===== src/design/pb_seq_pkg.sv =====
// constants for the pushbutton power sequencer
// assumes a 40 MHz system clock
package pb_seq_pkg;
  localparam int CLK_HZ = 40000000;
  localparam real TICK_NS = 1820000.0;
  localparam int TICK_CYC = int'(TICK_NS * 40.0 / 1000.0);
  localparam real TICK_MS = 1.82;
  localparam int SUPPLY_SETTLE_TICKS = int'($ceil(100.0 / TICK_MS));
  localparam int POWERUP_TICKS = int'($ceil(5000.0 / TICK_MS));
  localparam int PDN_WAIT_TICKS = int'($ceil(1000.0 / TICK_MS));
  localparam int GOOD_DELAY_TICKS = int'($ceil(1.8 / TICK_MS));
  localparam int DEBOUNCE_TICKS = int'($ceil(50.0 / TICK_MS));
  localparam int WAKE_PRESS_TICKS = int'($ceil(400.0 / TICK_MS));
  localparam int KILL_PRESS_TICKS = int'($ceil(14000.0 / TICK_MS));
  localparam int TCNT_W = 16;
  localparam int PCNT_W = 24;
  localparam int SCNT_W = 14;
  localparam int PRESC_W = 17;
  localparam logic RESET_STATUS_HIGH = 1'b1;
endpackage


===== src/design/pb_seq.sv =====
// pushbutton power sequencer: regulator enables, debounced button, power good
// assumes inputs synchronous to clk_in; in_reg inputs come from the regulators
`timescale 1ns/100ps
`default_nettype none

// What this block does
// - soft-off plus supply: settle then second power-up
// - keep-on low after window disables step-down
// - power good low until step-down regulates
// - no battery: reset power-down, shutdown, supply wakes
// - shutdown with keep-on goes straight on
// - keep-on power-up: good after both regulate
// - debounced button low after 50ms press
// - keep-on low: normal power-down then soft-off
// - power-down wait is cut short only by low output or long-press kill
// - power good held across keep-on power-down
// - held button must release before waking
// - undervoltage forces normal power-down, step-down off
// - undervoltage drops linear and power good
// - cleared undervoltage: soft-off then power-up
// - soft-off with keep-on goes on after undervoltage
// - very low output acts as power-on reset
// - 14s press kills to reset power-down
// - reset power-down then shutdown, linear off
// - after kill, release then 400ms press
// - all timing from 1.82ms tick
// - kill press starts powered; status released when off
module pb_seq
  import pb_seq_pkg::*;
#(
  parameter int TICK_CYCLES = TICK_CYC
) (
  input wire logic clk_in,
  input wire logic reset_n_in,
  input wire logic clk_en_in,
  input wire logic button_n_in,
  input wire logic keep_on_in,
  input wire logic external_supply_in,
  input wire logic battery_present_in,
  input wire logic out_uvlo_in,
  input wire logic out_por_in,
  input wire logic stepdown_in_reg_in,
  input wire logic linear_in_reg_in,
  output logic stepdown_en_out,
  output logic linear_en_out,
  output logic button_status_out,
  output logic supplies_good_out
);
  typedef enum logic [2:0] {
    reset_powerdown_state,
    deep_shutdown_state,
    first_powerup_state,
    second_powerup_state,
    powered_on_state,
    normal_powerdown_state,
    soft_off_state
  } seq_state_t;

  typedef struct packed {
    seq_state_t st;
    logic [PRESC_W-1:0] presc;
    logic tick;
    logic [TCNT_W-1:0] tcnt;
    logic [SCNT_W-1:0] scnt;
    logic [PCNT_W-1:0] pcnt;
    logic kill_armed;
    logic kill_done;
    logic need_release;
    logic [7:0] gcnt;
    logic [7:0] hold;
    logic bstat;
    logic sd_en;
    logic ln_en;
    logic good;
  } seq_regs_t;

  seq_regs_t cur_ff;
  seq_regs_t nxt_cur;

  logic pressed;
  logic powered;
  logic regs_ok;

  always_comb begin
    nxt_cur = cur_ff;
    pressed = ~button_n_in;
    powered = (cur_ff.st == first_powerup_state) || (cur_ff.st == second_powerup_state)
              || (cur_ff.st == powered_on_state);
    regs_ok = (!cur_ff.sd_en || stepdown_in_reg_in) && (!cur_ff.ln_en || linear_in_reg_in)
              && (cur_ff.sd_en || cur_ff.ln_en);
    // state machine tick prescaler
    nxt_cur.tick = 1'b0;
    if (cur_ff.presc == PRESC_W'(TICK_CYCLES - 1)) begin
      nxt_cur.presc = '0;
      nxt_cur.tick = 1'b1;
    end else begin
      nxt_cur.presc = cur_ff.presc + 1'b1;
    end
    if (cur_ff.tick && cur_ff.tcnt != '1) begin
      nxt_cur.tcnt = cur_ff.tcnt + 1'b1;
    end
    // press length counter, restarted by release
    if (!pressed) begin
      nxt_cur.pcnt = '0;
      nxt_cur.need_release = 1'b0;
      nxt_cur.kill_armed = 1'b0;
      nxt_cur.kill_done = 1'b0;
    end else if (cur_ff.tick && cur_ff.pcnt != '1) begin
      nxt_cur.pcnt = cur_ff.pcnt + 1'b1;
    end
    if (pressed && cur_ff.pcnt == '0 && powered) begin
      nxt_cur.kill_armed = 1'b1;
    end
    // debounced status, minimum low width
    if (cur_ff.tick && cur_ff.hold != '0) begin
      nxt_cur.hold = cur_ff.hold - 1'b1;
    end
    if (!powered) begin
      nxt_cur.bstat = 1'b1;
      nxt_cur.hold = '0;
    end else if (pressed && !cur_ff.need_release && cur_ff.pcnt >= PCNT_W'(DEBOUNCE_TICKS)
                 && cur_ff.bstat) begin
      nxt_cur.bstat = 1'b0;
      nxt_cur.hold = 8'(DEBOUNCE_TICKS);
    end else if (!pressed && cur_ff.hold == '0) begin
      nxt_cur.bstat = 1'b1;
    end
    // supply settle counter, restarts when supply drops
    if (!external_supply_in) begin
      nxt_cur.scnt = '0;
    end else if (cur_ff.tick && cur_ff.scnt != '1) begin
      nxt_cur.scnt = cur_ff.scnt + 1'b1;
    end
    case (cur_ff.st)
      reset_powerdown_state: begin
        nxt_cur.sd_en = 1'b0;
        if (cur_ff.tcnt >= TCNT_W'(PDN_WAIT_TICKS)) begin
          nxt_cur.st = deep_shutdown_state;
          nxt_cur.ln_en = 1'b0;
          nxt_cur.tcnt = '0;
        end
      end
      deep_shutdown_state: begin
        nxt_cur.sd_en = 1'b0;
        nxt_cur.ln_en = 1'b0;
        if (keep_on_in && !out_uvlo_in) begin
          nxt_cur.st = powered_on_state;
          nxt_cur.sd_en = 1'b1;
          nxt_cur.ln_en = 1'b1;
          nxt_cur.good = 1'b0;
          nxt_cur.tcnt = '0;
        end else if (external_supply_in && !battery_present_in) begin
          nxt_cur.st = first_powerup_state;
          nxt_cur.ln_en = 1'b1;
          nxt_cur.tcnt = '0;
        end else if ((external_supply_in && cur_ff.scnt >= SCNT_W'(SUPPLY_SETTLE_TICKS))
                     || (pressed && !cur_ff.need_release
                         && cur_ff.pcnt >= PCNT_W'(WAKE_PRESS_TICKS))) begin
          nxt_cur.st = first_powerup_state;
          nxt_cur.ln_en = 1'b1;
          nxt_cur.tcnt = '0;
          nxt_cur.need_release = 1'b1;
        end
      end
      first_powerup_state, second_powerup_state: begin
        nxt_cur.ln_en = 1'b1;
        if (cur_ff.ln_en && linear_in_reg_in) begin
          nxt_cur.sd_en = 1'b1;
        end
        if (cur_ff.tcnt >= TCNT_W'(POWERUP_TICKS)) begin
          nxt_cur.st = powered_on_state;
          nxt_cur.sd_en = keep_on_in;
          nxt_cur.tcnt = '0;
        end
      end
      powered_on_state: begin
        nxt_cur.ln_en = 1'b1;
        nxt_cur.sd_en = keep_on_in;
        if (!keep_on_in || out_uvlo_in) begin
          nxt_cur.st = normal_powerdown_state;
          nxt_cur.sd_en = 1'b0;
          nxt_cur.tcnt = '0;
          nxt_cur.need_release = pressed;
        end
      end
      normal_powerdown_state: begin
        nxt_cur.sd_en = 1'b0;
        nxt_cur.ln_en = 1'b1;
        if (pressed) begin
          nxt_cur.need_release = 1'b1;
        end
        if (cur_ff.tcnt >= TCNT_W'(PDN_WAIT_TICKS)) begin
          nxt_cur.st = soft_off_state;
          nxt_cur.tcnt = '0;
        end
      end
      soft_off_state: begin
        nxt_cur.ln_en = 1'b1;
        nxt_cur.sd_en = 1'b0;
        if (keep_on_in && !out_uvlo_in) begin
          nxt_cur.st = powered_on_state;
          nxt_cur.sd_en = 1'b1;
          nxt_cur.tcnt = '0;
        end else if ((external_supply_in && !out_uvlo_in
                      && cur_ff.scnt >= SCNT_W'(SUPPLY_SETTLE_TICKS))
                     || (pressed && !cur_ff.need_release
                         && cur_ff.pcnt >= PCNT_W'(WAKE_PRESS_TICKS))) begin
          nxt_cur.st = second_powerup_state;
          nxt_cur.sd_en = 1'b1;
          nxt_cur.tcnt = '0;
          nxt_cur.need_release = pressed;
        end
      end
      default: nxt_cur.st = reset_powerdown_state;
    endcase
    // long-press kill, press must have started powered
    if (cur_ff.kill_armed && !cur_ff.kill_done && cur_ff.pcnt >= PCNT_W'(KILL_PRESS_TICKS)
        && cur_ff.st != deep_shutdown_state && cur_ff.st != reset_powerdown_state) begin
      nxt_cur.st = reset_powerdown_state;
      nxt_cur.sd_en = 1'b0;
      nxt_cur.tcnt = '0;
      nxt_cur.kill_done = 1'b1;
      nxt_cur.need_release = 1'b1;
    end
    // output low voltage acts as power-on reset
    if (out_por_in && cur_ff.st != reset_powerdown_state
        && cur_ff.st != deep_shutdown_state) begin
      nxt_cur.st = reset_powerdown_state;
      nxt_cur.sd_en = 1'b0;
      nxt_cur.tcnt = '0;
    end
    // undervoltage drops the linear regulator
    if (out_uvlo_in) begin
      nxt_cur.ln_en = 1'b0;
      nxt_cur.sd_en = 1'b0;
    end
    // power good qualification
    if (nxt_cur.sd_en && !cur_ff.sd_en) begin
      nxt_cur.good = 1'b0;
      nxt_cur.gcnt = '0;
    end else if (!regs_ok || out_uvlo_in) begin
      nxt_cur.gcnt = '0;
      if (cur_ff.ln_en && !linear_in_reg_in || out_uvlo_in || !nxt_cur.ln_en) begin
        nxt_cur.good = 1'b0;
      end
    end else if (cur_ff.tick) begin
      if (cur_ff.gcnt >= 8'(GOOD_DELAY_TICKS)) begin
        nxt_cur.good = 1'b1;
      end else begin
        nxt_cur.gcnt = cur_ff.gcnt + 1'b1;
      end
    end
  end

  always_ff @(posedge clk_in or negedge reset_n_in) begin
    if (!reset_n_in) begin
      cur_ff <= '{st: reset_powerdown_state, presc: '0, tick: 1'b0, tcnt: '0, scnt: '0,
                  pcnt: '0, kill_armed: 1'b0, kill_done: 1'b0, need_release: 1'b1,
                  gcnt: '0, hold: '0, bstat: RESET_STATUS_HIGH,
                  sd_en: 1'b0, ln_en: 1'b1, good: 1'b0};
    end else if (clk_en_in) begin
      cur_ff <= nxt_cur;
    end
  end

  assign stepdown_en_out = cur_ff.sd_en;
  assign linear_en_out = cur_ff.ln_en;
  assign button_status_out = cur_ff.bstat;
  assign supplies_good_out = cur_ff.good;

  a_status_when_off: assert property (@(posedge clk_in) disable iff (!reset_n_in)
    (cur_ff.st == deep_shutdown_state || cur_ff.st == soft_off_state) |=> button_status_out)
    else $error("button status low while off");
  a_pdn_stepdown_off: assert property (@(posedge clk_in) disable iff (!reset_n_in)
    cur_ff.st == normal_powerdown_state |-> !stepdown_en_out)
    else $error("step-down enabled in power-down");
  a_shutdown_all_off: assert property (@(posedge clk_in) disable iff (!reset_n_in)
    (cur_ff.st == deep_shutdown_state && $past(cur_ff.st) == deep_shutdown_state)
    |-> !linear_en_out && !stepdown_en_out)
    else $error("regulator on in deep shutdown");
  a_keep_on_wake: assert property (@(posedge clk_in) disable iff (!reset_n_in)
    (clk_en_in && cur_ff.st == deep_shutdown_state && keep_on_in && !out_uvlo_in)
    |=> cur_ff.st == powered_on_state && stepdown_en_out && linear_en_out)
    else $error("keep-on did not power up");
  a_keep_on_drop: assert property (@(posedge clk_in) disable iff (!reset_n_in)
    (clk_en_in && cur_ff.st == powered_on_state && !keep_on_in)
    |=> cur_ff.st == normal_powerdown_state)
    else $error("keep-on low did not power down");
  a_uvlo_linear_off: assert property (@(posedge clk_in) disable iff (!reset_n_in)
    (clk_en_in && out_uvlo_in) |=> !linear_en_out && !supplies_good_out)
    else $error("undervoltage left linear on");
  a_por_reset_pdn: assert property (@(posedge clk_in) disable iff (!reset_n_in)
    (clk_en_in && out_por_in && cur_ff.st == powered_on_state)
    |=> cur_ff.st == reset_powerdown_state)
    else $error("output por not handled");
  a_sd_enable_good: assert property (@(posedge clk_in) disable iff (!reset_n_in)
    $rose(stepdown_en_out) |-> !supplies_good_out)
    else $error("power good high at step-down enable");
  a_pdn_keeps_linear: assert property (@(posedge clk_in) disable iff (!reset_n_in)
    (clk_en_in && cur_ff.st == normal_powerdown_state && !out_uvlo_in) |=> linear_en_out)
    else $error("linear off in power-down");
  a_good_kept_pdn: assert property (@(posedge clk_in) disable iff (!reset_n_in)
    (clk_en_in && cur_ff.st == powered_on_state && !keep_on_in && !out_uvlo_in
     && linear_in_reg_in && supplies_good_out) |=> supplies_good_out)
    else $error("power good dropped at keep-on power-down");
  a_pdn_wait_held: assert property (@(posedge clk_in) disable iff (!reset_n_in)
    (clk_en_in && cur_ff.st == normal_powerdown_state && !out_por_in && !cur_ff.kill_armed
     && cur_ff.tcnt < TCNT_W'(PDN_WAIT_TICKS)) |=> cur_ff.st == normal_powerdown_state)
    else $error("power-down wait cut short");
  a_pdn_to_soft_off: assert property (@(posedge clk_in) disable iff (!reset_n_in)
    (clk_en_in && cur_ff.st == normal_powerdown_state && !out_por_in && !cur_ff.kill_armed
     && cur_ff.tcnt >= TCNT_W'(PDN_WAIT_TICKS)) |=> cur_ff.st == soft_off_state)
    else $error("power-down wait did not end in soft-off");
  a_pdn_ignores_inputs: assert property (@(posedge clk_in) disable iff (!reset_n_in)
    (clk_en_in && cur_ff.st == normal_powerdown_state)
    |=> !(cur_ff.st inside {first_powerup_state, second_powerup_state, powered_on_state}))
    else $error("power-down wait left for a powered state");
  a_kill_to_reset: assert property (@(posedge clk_in) disable iff (!reset_n_in)
    (clk_en_in && cur_ff.st == powered_on_state && cur_ff.kill_armed && !cur_ff.kill_done
     && cur_ff.pcnt >= PCNT_W'(KILL_PRESS_TICKS))
    |=> cur_ff.st == reset_powerdown_state && !stepdown_en_out)
    else $error("long press did not kill");
  a_reset_pdn_exit: assert property (@(posedge clk_in) disable iff (!reset_n_in)
    (clk_en_in && cur_ff.st == reset_powerdown_state
     && cur_ff.tcnt >= TCNT_W'(PDN_WAIT_TICKS)) |=> cur_ff.st == deep_shutdown_state
    && !linear_en_out)
    else $error("reset power-down did not shut down");
  a_status_debounced: assert property (@(posedge clk_in) disable iff (!reset_n_in)
    $fell(button_status_out) |-> $past(cur_ff.pcnt) >= PCNT_W'(DEBOUNCE_TICKS))
    else $error("button status fell before debounce");
  a_uvlo_to_pdn: assert property (@(posedge clk_in) disable iff (!reset_n_in)
    (clk_en_in && cur_ff.st == powered_on_state && out_uvlo_in && !out_por_in
     && !cur_ff.kill_armed) |=> cur_ff.st == normal_powerdown_state && !stepdown_en_out)
    else $error("undervoltage did not force power-down");
  a_soft_off_keep_on: assert property (@(posedge clk_in) disable iff (!reset_n_in)
    (clk_en_in && cur_ff.st == soft_off_state && keep_on_in && !out_uvlo_in && !out_por_in
     && !cur_ff.kill_armed) |=> cur_ff.st == powered_on_state && stepdown_en_out)
    else $error("keep-on did not restart from soft-off");
  a_supply_wake: assert property (@(posedge clk_in) disable iff (!reset_n_in)
    (clk_en_in && cur_ff.st == soft_off_state && !keep_on_in && external_supply_in
     && !out_uvlo_in && !out_por_in && !cur_ff.kill_armed
     && cur_ff.scnt >= SCNT_W'(SUPPLY_SETTLE_TICKS))
    |=> cur_ff.st == second_powerup_state && stepdown_en_out)
    else $error("settled supply did not power up");
  a_no_battery_wake: assert property (@(posedge clk_in) disable iff (!reset_n_in)
    (clk_en_in && cur_ff.st == deep_shutdown_state && !keep_on_in && external_supply_in
     && !battery_present_in && !out_uvlo_in) |=> cur_ff.st == first_powerup_state
    && linear_en_out)
    else $error("supply without battery did not power up");
endmodule

`default_nettype wire


===== config.mk =====
export PLATFORM = sky130hd
export DESIGN_NAME = pb_seq
export DESIGN_NICKNAME = d
export VERILOG_FILES = /design/src/design/pb_seq_pkg.sv /design/src/design/pb_seq.sv
export SDC_FILE = /design/constraint.sdc
export NUM_CORES = 1
export LEC_CHECK = 0
export ABC_AREA = 1
export BUFFER_PORTS_ARGS = -buffer_cell sky130_fd_sc_hd__buf_4
export CORE_ASPECT_RATIO = 1.2
export CORE_MARGIN = 1.5
export CORE_UTILIZATION = 60
export CTS_CLUSTER_SIZE = 12
export DETAILED_ROUTE_END_ITERATION = 8
export PLACE_DENSITY = 0.77
export SKIP_CTS_REPAIR_TIMING = 1
export SYNTH_ARGS = -nofsm -noshare
export SYNTH_HDL_FRONTEND = slang
export SYNTH_SLANG_ARGS = --single-unit

===== constraint.sdc =====
create_clock -name clk_in -period 3 [get_ports clk_in]
set_input_delay 0.15 -clock clk_in [delete_from_list [all_inputs] [get_ports clk_in]]
set_output_delay 0.15 -clock clk_in [all_outputs]
set_load 0.02 [all_outputs]

==> summary.md <==
| Metric | Value |
|---|---|
| Most common cell after layout, fill and taps aside | nand2_1 |
| Syn-to-layout area delta | 7.31% |
| Root Driver | clkbuf_16 |
| Core area | 10500 um^2 |
| Vias in the first global route | 5721 |
| First-pass GRT wire length | 25800 um |
| Worst EP required | 3.28 ns |
| Critical Path End Type | register |
| Synthesized area | 6480 um^2 |
| CTS Buffer Depth | 2 |
| Largest net degree at the start of global routing | 75 |
| Avg WL per Cell | 14.6 um |
| Latest clock arrival within the worst-skew pair | 0.35 ns |
| Die Area | 11400 um^2 |
| Commonest non-fill, non-tap cells in the layout | nand2_1, inv_1, dfrtp_1 |
| Leakage power of the design | 3.22 nW |
| Top-area cell type share of the netlist area | 0.367 |
| Initial antenna violation count | 0 |
| 1st-iter DRT viols | 318 |
| Post-layout minimum cycle time | 2.15 ns |
| Placer congestion estimate | 0.976 |
| Actual slew at the worst max-slew pin | roughly 0.93 ns |
| Final WS setup | 0.850 ns |
| Synth Register Bits | 98 |
| Total power | between 3 and 4 mW |
| Design area | 6960 um^2 |
| Setup TNS | 0 ns |
| Endpoints failing setup | 0 |
| PortBufs | 14 |
| VDD IR max | 0.390 mV |
| Detailed placement HPWL | 10800 um |
| RSZ-0062 raised after global routing | no |
| Arr. time, crit path | ~2.4 ns |
| Antenna Cells | 0 |
| Total GRT Usage | 0.273 |
| Post-synth EDFFs | 0 |
| Total Wirelength | 14800 um |
| Height of the die | 117 um |
| Most used DFF post-synth | dfrtp_1 |
| Antenna-violating nets left | 0 |
| CP Launch Type | register |
| Final nets | 902 |
| TritonRoute pass-1 iters | 5 |
| Share of layout cells above drive strength 1 | 0.140 |
| Async SR Flop Fraction | 1.00 |
| Maximum clock frequency | 465 MHz |
| DRC violations left | 0 |
| Min-Delay Path Class | input port to async pin |
| CP Class | register to register |
| Final clock skew | a little under 0.009 ns |
| Status | finished with violations |
| Max Slew Vio Count | 0 |
| Worst Path Max Fanout | 27 |
| Die width | roughly 100 um |
| Largest cells by area after synthesis | dfrtp_1, nand2_1, inv_1, nor2_1, nand3_1 |
| CTS tree | yes |
| FP Rows | 41 |
| Worst rel slew slack | 0.378 |
| Sequential share of the synthesized area | 0.379 |
| # fillers | about 880 |
| Syn Inst Count | 866 |
| Pwr Density | 574 nW/um^2 |
| Post-Syn Area per Cell | 7.49 um^2 |
| Vias/cell | 5.70 |
| Clock sink total | 98 |
| Initial Utilization | 0.617 |
| Final Hold Fails | 69 |
| Final hold slack | -0.0529 ns |
| Total CTS buffers | 9 |
| H-tree lvl count | 3 |
| GRT overflow | 0 |
| Max Cap Viol | 0 |
| DP Area | 6660 um^2 |
| IO Pins | 15 |
| Dpl ws | 0.843 ns |
| Final period util | 0.717 |
| Clk slew on worst S/H paths | about 0.07 ns |
| Synth Warn # | 0 |
| Yosys cell types | 50 |
| Vias | around 5800 |
| Synth area leader | dfrtp_1 |
| Mapped Nets | 889 |
| Failing checks | hold timing |
==> per-layer routing <==
layer,GRT usage,vias to the layer above,share of wire
li1,-,2860,-
met1,0.336,2746,0.44
met2,0.493,136,0.50
met3,0.0398,28,0.036
met4,0.0962,0,0.021
met5,0,-,0
==> stage by stage <==
stage               cells   util
floorplan             866      -
global placement      997  0.633
detailed placement    997  0.633
CTS                  1013  0.662
global route         1013  0.662
finish               1013  0.662
==> report_power, final <==
group | internal (mW) | leakage [nW] | switching, mW
Clock | 0.667 | 0.142 | 0.495
Combinational | 0.409 | 1.77 | 0.778
Sequential | 1.47 | 1.31 | 0.173
==> worst max-delay path: stages, from the launching register on <==
cell and delay, ns:
dfrtp_1 0.40, ha_1 0.26, inv_1 0.11, nor2_2 0.16
nand2_2 0.14, nor3_2 0.24, nand2_1 0.09, nand2_2 0.12
nand2_4 0.10, clkinv_4 0.20, nor2_4 0.06, nand3_2 0.05
nand2_1 0.05, a21oi_2 0.11
==> synthesized netlist by cell type (5+ instances only) <==
cell type	n
nand2_2	16
nand3_2	15
nor3_1	33
clkbuf_1	5
ha_1	12
xor2_1	31
inv_1	108
a21oi_1	20
nor2_1	76
dfrtp_1	95
o21bai_1	5
nor2_4	5
nand4_1	28
inv_2	20
nor2_2	11
nand2_1	187
o21ai_0	37
nor3_2	7
o31ai_1	18
nor4_1	17
nand3_1	56
o21ai_1	8
==> final cells by class <==
type	instances	area [um^2]	area share
Timing Repair Buffer	16	120	0.0173
Multi-Input combinational cell	624	3430	0.493
Sequential cell	98	2460	0.353
Clock buffer	11	243	0.0349
Clock inverter	5	55.1	0.00791
Tap cell	129	161	0.0232
Inverter	130	495	0.0712
==> logic make-up after synthesis <==
family / Yosys count / share of synthesized area
buffers and inverters: 144 / 0.0926
and+or+nand+nor: 470 / 0.358
AOI/OAI and AO/OA: 107 / 0.0998
DFF: 98 / 0.379
adders and majority gates: 12 / 0.0232
xor gates and xnor gates: 35 / 0.0473
==> state kept, by name (all words and copies together), names as in the netlist <==
name / flops
cur_ff: 94
button_status_out: 1
linear_en_out: 1
stepdown_en_out: 1
supplies_good_out: 1
==> worst paths after layout <==
check                      cells after the start  slack [ns]          startpoint          to
hold / removal                                 1       -0.05          reset_n_in  cur_ff[38]
min in group clk_in                            3        0.13  external_supply_in  cur_ff[48]
max in group asynchronous                      2        2.31          reset_n_in  cur_ff[65]
hold reg to reg                                1        0.49          cur_ff[85]  cur_ff[85]
setup reg to reg                              13        0.85          cur_ff[23]  cur_ff[31]
setup / recovery                              13        0.85          cur_ff[23]  cur_ff[31]
Note: power is estimated with default switching activity, not from simulation.
